### src/hw/annp_defs.svh
// Register numbers, field positions and reset values of the register slice.
`ifndef ANNP_DEFS_SVH
`define ANNP_DEFS_SVH
`define ANNP_REG_EXPANSION 5'h06
`define ANNP_REG_NP_ADVERT 5'h07
`define ANNP_REG_MISC 5'h10
`define ANNP_EXP_PD_FAULT 4
`define ANNP_EXP_LP_NP_ABLE 3
`define ANNP_EXP_NP_ABLE 2
`define ANNP_EXP_PAGE_RX 1
`define ANNP_EXP_LP_AN_ABLE 0
`define ANNP_NP_MORE 15
`define ANNP_NP_RSVD 14
`define ANNP_NP_MSG 13
`define ANNP_NP_ACK 12
`define ANNP_NP_TOG 11
`define ANNP_NP_CODE_HI 10
`define ANNP_MISC_FACTORY 15
`define ANNP_MISC_IRQ_POL 14
`define ANNP_MISC_JAM 13
`define ANNP_MISC_RSVD_HI 12
`define ANNP_MISC_RSVD_LO 4
`define ANNP_NP_RESET 16'h2001
`define ANNP_MISC_RESET 16'h0000
`define ANNP_MISC_WMASK 16'hfff0
`define ANNP_ZERO16 16'h0000
`endif

### src/hw/annp_pkg.sv
// Types shared by the register slice.
package annp_pkg;
  typedef logic [15:0] annp_word_type;
  typedef logic [4:0] annp_addr_type;
endpackage : annp_pkg

### src/hw/annp_regs.sv
// Expansion, next-page advertisement and miscellaneous registers of a port.
// How it works
// - Parallel-detect fault latches; read of register clears.
// - Bit 3 shows partner next-page ability.
// - Bit 2 always reads one.
// - New page sets bit 1 until read.
// - Bit 0 shows partner auto-negotiation ability.
// - Bit 15 requests another next page.
// - Message flag resets one, code resets 001.
// - Bit 12 is writable comply acknowledge.
// - Bit 11 holds writable toggle value.
// - Reserved advertisement and expansion bits read zero.
// - Misc bit 14 sets interrupt output polarity.
// - Misc bit 13 forces jam transmission.
`timescale 1ns/100ps
`default_nettype none
`include "annp_defs.svh"
module annp_regs (
  input wire logic clock_i,
  input wire logic rst_n_i,
  input wire annp_pkg::annp_addr_type reg_addr_i,
  input wire logic reg_wr_i,
  input wire logic reg_rd_i,
  input wire annp_pkg::annp_word_type reg_wdata_i,
  output annp_pkg::annp_word_type reg_rdata_o,
  input wire logic pd_fault_evt_i,
  input wire logic page_rx_evt_i,
  input wire logic lp_np_able_i,
  input wire logic lp_an_able_i,
  input wire logic irq_req_i,
  output logic irq_o,
  output logic force_jam_tx_o,
  output annp_pkg::annp_word_type next_page_o
);
  import annp_pkg::*;

  annp_word_type np_advert;
  annp_word_type misc;
  logic pd_fault;
  logic page_rx;
  logic lp_np_sync1, lp_np;
  logic lp_an_sync1, lp_an;
  annp_word_type rdata;
  annp_word_type next_np_advert;
  annp_word_type next_misc;
  logic next_pd_fault;
  logic next_page_rx;
  annp_word_type next_rdata;
  logic rd_exp;

  // Partner ability levels come from the negotiation logic's pins.
  always_ff @(posedge clock_i) begin
    if (!rst_n_i) begin
      lp_np_sync1 <= 1'b0;
      lp_np <= 1'b0;
      lp_an_sync1 <= 1'b0;
      lp_an <= 1'b0;
    end else begin
      lp_np_sync1 <= lp_np_able_i;
      lp_np <= lp_np_sync1;
      lp_an_sync1 <= lp_an_able_i;
      lp_an <= lp_an_sync1;
    end
  end

  // Next values of the stored bits; a new event wins over a read clear.
  always_comb begin
    rd_exp = reg_rd_i && (reg_addr_i == `ANNP_REG_EXPANSION);
    next_pd_fault = pd_fault_evt_i | (pd_fault & ~rd_exp);
    next_page_rx = page_rx_evt_i | (page_rx & ~rd_exp);
    next_np_advert = np_advert;
    next_misc = misc;
    if (reg_wr_i && reg_addr_i == `ANNP_REG_NP_ADVERT) begin
      next_np_advert = reg_wdata_i;
      next_np_advert[`ANNP_NP_RSVD] = 1'b0;
    end
    if (reg_wr_i && reg_addr_i == `ANNP_REG_MISC) begin
      next_misc = reg_wdata_i & `ANNP_MISC_WMASK;
    end
    next_rdata = `ANNP_ZERO16;
    unique case (reg_addr_i)
      `ANNP_REG_EXPANSION: begin
        next_rdata[`ANNP_EXP_PD_FAULT] = pd_fault;
        next_rdata[`ANNP_EXP_LP_NP_ABLE] = lp_np;
        next_rdata[`ANNP_EXP_NP_ABLE] = 1'b1;
        next_rdata[`ANNP_EXP_PAGE_RX] = page_rx;
        next_rdata[`ANNP_EXP_LP_AN_ABLE] = lp_an;
      end
      `ANNP_REG_NP_ADVERT: begin
        next_rdata = np_advert;
      end
      `ANNP_REG_MISC: begin
        next_rdata = misc;
      end
      default: begin
        next_rdata = `ANNP_ZERO16;
      end
    endcase
  end

  // Register the state and the read word.
  always_ff @(posedge clock_i) begin
    if (!rst_n_i) begin
      np_advert <= `ANNP_NP_RESET;
      misc <= `ANNP_MISC_RESET;
      pd_fault <= 1'b0;
      page_rx <= 1'b0;
      rdata <= `ANNP_ZERO16;
    end else begin
      np_advert <= next_np_advert;
      misc <= next_misc;
      pd_fault <= next_pd_fault;
      page_rx <= next_page_rx;
      rdata <= next_rdata;
    end
  end

  // Outputs follow the stored control bits.
  assign reg_rdata_o = rdata;
  assign next_page_o = np_advert;
  assign force_jam_tx_o = misc[`ANNP_MISC_JAM];
  assign irq_o = misc[`ANNP_MISC_IRQ_POL] ? irq_req_i : ~irq_req_i;
endmodule : annp_regs
`default_nettype wire

### config.mk
export PLATFORM = sky130hd
export DESIGN_NAME = annp_regs
export DESIGN_NICKNAME = d
export VERILOG_FILES = /design/src/hw/annp_pkg.sv /design/src/hw/annp_regs.sv
export VERILOG_INCLUDE_DIRS = /design/src /design/src/hw
export SDC_FILE = /design/constraint.sdc
export NUM_CORES = 1
export LEC_CHECK = 0
export BUFFER_PORTS_ARGS = -buffer_cell sky130_fd_sc_hd__buf_4
export CORE_AREA = 2 2 74 58
export DETAILED_ROUTE_END_ITERATION = 16
export DIE_AREA = 0 0 76 60
export GPL_TIMING_DRIVEN = 0
export PLACE_DENSITY = 0.84
export SLEW_MARGIN = 15
export SYNTH_ARGS = -nofsm -noshare
export SYNTH_HDL_FRONTEND = slang
export SYNTH_SLANG_ARGS = --single-unit
### constraint.sdc
create_clock -name clock_i -period 1.5 [get_ports clock_i]
set_clock_uncertainty 0.1 [all_clocks]
set_input_delay 0.075 -clock clock_i [delete_from_list [all_inputs] [get_ports clock_i]]
set_output_delay 0.075 -clock clock_i [all_outputs]
set_load 0.1 [all_outputs]
==> run_results.csv <==
group,metric,value,unit
timing,setup_viol,0,
clocking,cts_tree,"built",
detailed_routing,drtPass1Iterations,4,
timing,rsz0062_at_grt,"no",
die,dieArea,4560,um2
power,p_sw_frac,0.233,
setup_path,timing.rr.end,"reg_rdata_o[4]$_SDFF_PN0_",
grt,grt_max_degree,14,
logic_synthesis,synth_common_cells,"dfxtp_1 (49), nand2_1 (44), mux2i_1 (29)",
layout,area_delta_synth_final,45.8,%
power,pwr-share-comb,0.114,
setup_path,cp_common_cell,"buf_4",
logic_synthesis,syn-num-nets,206,
place,gp_congestion,0.802,
logic_synthesis,synth_area_leaders,"dfxtp_1 (55%), mux2i_1 (16%), nand2_1 (9.3%), o22ai_1 (3.9%), buf_6 (1.9%)",
setup_path,slowest_delay,0.44,ns
detailed_routing,via_per_inst,4.85,
clocking,htreeDepth,2,
detailed_routing,ant_nets,0,
setup_path,path_buf_inv,2,
die,pin_count,64,
clocking,numCtsBuffers,5,
setup_path,crit_chain,"buf_4 -> nand4bb_1 -> nor2_1 -> buf_4 -> mux2i_1",
clocking,cts-root-buf,"clkbuf_8",
timing,finalCritPeriodShare,0.907,
layout,nFillCells,310,
setup_path,crit_path_end,"next_page_o[3]$_SDFFE_PN0P_",
setup_path,startpoint,"reg_addr_i[3]",
grt,grt_use_total,0.205,
setup_path,timing.rr.start,"next_page_o[4]$_SDFFE_PN0P_",
grt,grt_pass1_wl,7140,um
setup_path,cp-end-kind,"flip-flop",
grt,grt_pass1_vias,1520,
setup_path,cp_top_family,"simple AND/OR/NAND/NOR gates",
min_path,hold_path.class,"in2reg",
die,core_area,3880,um2
clocking,path_clk_slew,0.08,ns
logic_synthesis,avgSynthCellArea,10.1,um2
layout,n_antenna_cell,0,
power,internal_power,0.00180,W
logic_synthesis,synth_edf_count,0,
power,peakVddDrop,0.485,mV
detailed_routing,drt-initial-drc-count,49,
grt,antenna_found_initial,0,
layout,drive_above_1_share,0.289,
grt,grt_overflow,0,
power,power.share.clock,0.324,
setup_path,critPathSlowestCell,"nor2_1",
die,die_h,60,um
place,placed_area,2310,um2
timing,fin_crit,1.36,ns
logic_synthesis,syn_area,1770,um2
outcome,status,"finished, final reports clean",
logic_synthesis,ys_ff_latch,49,
setup_path,required,1.62,ns
clocking,post-cts-setup-buffer-count,0,
timing,slew_viol_final,0,
setup_path,critPathKind,"in2reg",
setup_path,reg2regPathDepth,2,
logic_synthesis,synth_top_area_share,0.554,
die,die_w,76,um
setup_path,start_kind,"input port",
layout,stdcell_count,318,
logic_synthesis,yosysMostFrequentCell,"dfxtp_1",
logic_synthesis,yosysUniqueCellTypes,24,
die,initial_core_util,0.457,
detailed_routing,wl_per_cell,13.5,um
power,power,0.00235,W
place,hpwl,3040,um
setup_path,cp.arrival,1.48,ns
layout,nets,293,
setup_path,cp_max_fo,10,
power,seqPwrFrac,0.562,
timing,max_freq,0.735,GHz
detailed_routing,drc,0,
power,cellPowerDensity,911,nW/um2
power,switching_power,0.000547,W
logic_synthesis,async_flop_share,0,
detailed_routing,via_count,1542,
clocking,clk_latency,0.29,ns
clocking,cts_buffer_depth,2,
layout,stdcell_area,2580,um2
logic_synthesis,ys_seq_area_frac,0.554,
setup_path,rrSetupSlack,0.69,ns
detailed_routing,drt_wl_total,4290,um
logic_synthesis,synth_top_cell_by_area,"dfxtp_1",
clocking,clkSinkCount,49,
power,p_leak,1.16,nW
place,portBuffers,61,
setup_path,cp_num_cells,5,
die,num_rows,20,
timing,timing.final.hold_violations,0,
flow_run,maxCapViolations,0,
logic_synthesis,synth_warnings,0,
layout,post-route-util,0.666,
logic_synthesis,syn_inst,176,
place,placed_cells,292,
logic_synthesis,ys.flop_type,"dfxtp_1",
## sequential cells by signal, summed over array words and instances (netlist names)
register     flops
lp_an            1
misc            12
lp_an_sync1      1
lp_np_sync1      1
next_page_o     15
pd_fault         1
page_rx          1
lp_np            1
reg_rdata_o     16
## layer usage
metal,share of wire,track usage
met3,0.046,0.0408
met4,0.021,0.0987
met1,0.44,0.250
met2,0.50,0.360
met5,0,0
## through the flow
stage | hold WS [ns] | setup WS, ns | setup TNS, ns
finish | 0.00792 | 0.140 | 0
global placement | 0.182 | -0.0762 | -0.686
CTS | 0.00122 | 0.183 | 0
global route | 0.0249 | 0.0463 | 0
detailed placement | 0.189 | -0.0904 | -0.737
floorplan | 0.102 | 0.0530 | 0
## power by group through the flow
| stage | Combinational, W | Sequential [W] | Clock, W |
|---|---|---|---|
| 2_1_floorplan | 0.0000990 | 0.00138 | 0 |
| 6_report | 0.000267 | 0.00132 | 0.000763 |
| 3_3_place_gp | 0.000220 | 0.00135 | 0 |
| 5_1_grt | 0.000287 | 0.00132 | 0.000832 |
| 4_1_cts | 0.000266 | 0.00132 | 0.000777 |
| 3_5_place_dp | 0.000224 | 0.00135 | 0 |
## cell families (layout without fill, tap and decap cells)
| kind of cell | after synthesis | count (layout) | share of synthesized area |
|---|---|---|---|
| AO/OA/AOI/OAI | 20 | 20 | 0.0685 |
| XOR/XNOR | 1 | 1 | 0.00494 |
| buffers and inverters | 15 | 102 | 0.0494 |
| flip-flops | 49 | 49 | 0.554 |
| AND/OR/NAND/NOR | 61 | 61 | 0.157 |
| multiplexers | 29 | 29 | 0.164 |
| other | 1 | 1 | 0.00212 |
## timing repair
item,in CTS,in global routing
gates resized for setup,0,0
hold buffers,19,0
endpoints found under the hold margin,29,0
endpoints found under the setup margin,0,0
## final cells by class
| type | count | area, um2 | share of cell area |
|---|---|---|---|
| flip-flops and latches | 49 | 981 | 0.380 |
| multi-input cells | 112 | 711 | 0.275 |
| repair buffers | 80 | 648 | 0.251 |
| clock buffers | 7 | 86.3 | 0.0334 |
| plain buffers | 12 | 76.3 | 0.0296 |
| well taps | 55 | 68.8 | 0.0266 |
| inverters | 3 | 11.3 | 0.00436 |
## worst min path at each step
stage / from / end / slack, ns / depth (start not counted)
floorplan: lp_an_able_i / lp_an_sync1$_SDFF_PN0_ / 0.10 / 1
global placement: lp_np_able_i / lp_np_sync1$_SDFF_PN0_ / 0.18 / 2
detailed placement: lp_np_able_i / lp_np_sync1$_SDFF_PN0_ / 0.19 / 2
CTS: reg_wdata_i[0] / next_page_o[0]$_SDFFE_PN1P_ / 0.001 / 3
global route: reg_wdata_i[0] / next_page_o[0]$_SDFFE_PN1P_ / 0.02 / 3
finish: reg_wdata_i[0] / next_page_o[0]$_SDFFE_PN1P_ / 0.008 / 3
## placed cells by master (no fill, tap or decap)
master and instances:
buf_4 63, dfxtp_1 49, nand2_1 44, mux2i_1 29, dlygate4sd3_1 19, o22ai_1 11
clkbuf_1 6, clkbuf_8 6, nor2_1 5, and2_1 4, buf_6 3, inv_1 3
o21ai_0 3, a21oi_1 3, nand2b_1 2, o311ai_0 2, nor3b_1 2, xnor2_2 1
buf_1 1, or4_4 1, nand4bb_1 1, or4_1 1, buf_2 1, and4bb_2 1
o21ai_1 1, conb_1 1
## worst reg2reg max path: cells and delay by family (launching register included)
kind,cells,cell delay [ns]
multiplexers,1,0.17
flip-flops,1,0.33
AO/OA/AOI/OAI,1,0.09
Power figures use the tool's default switching activity.
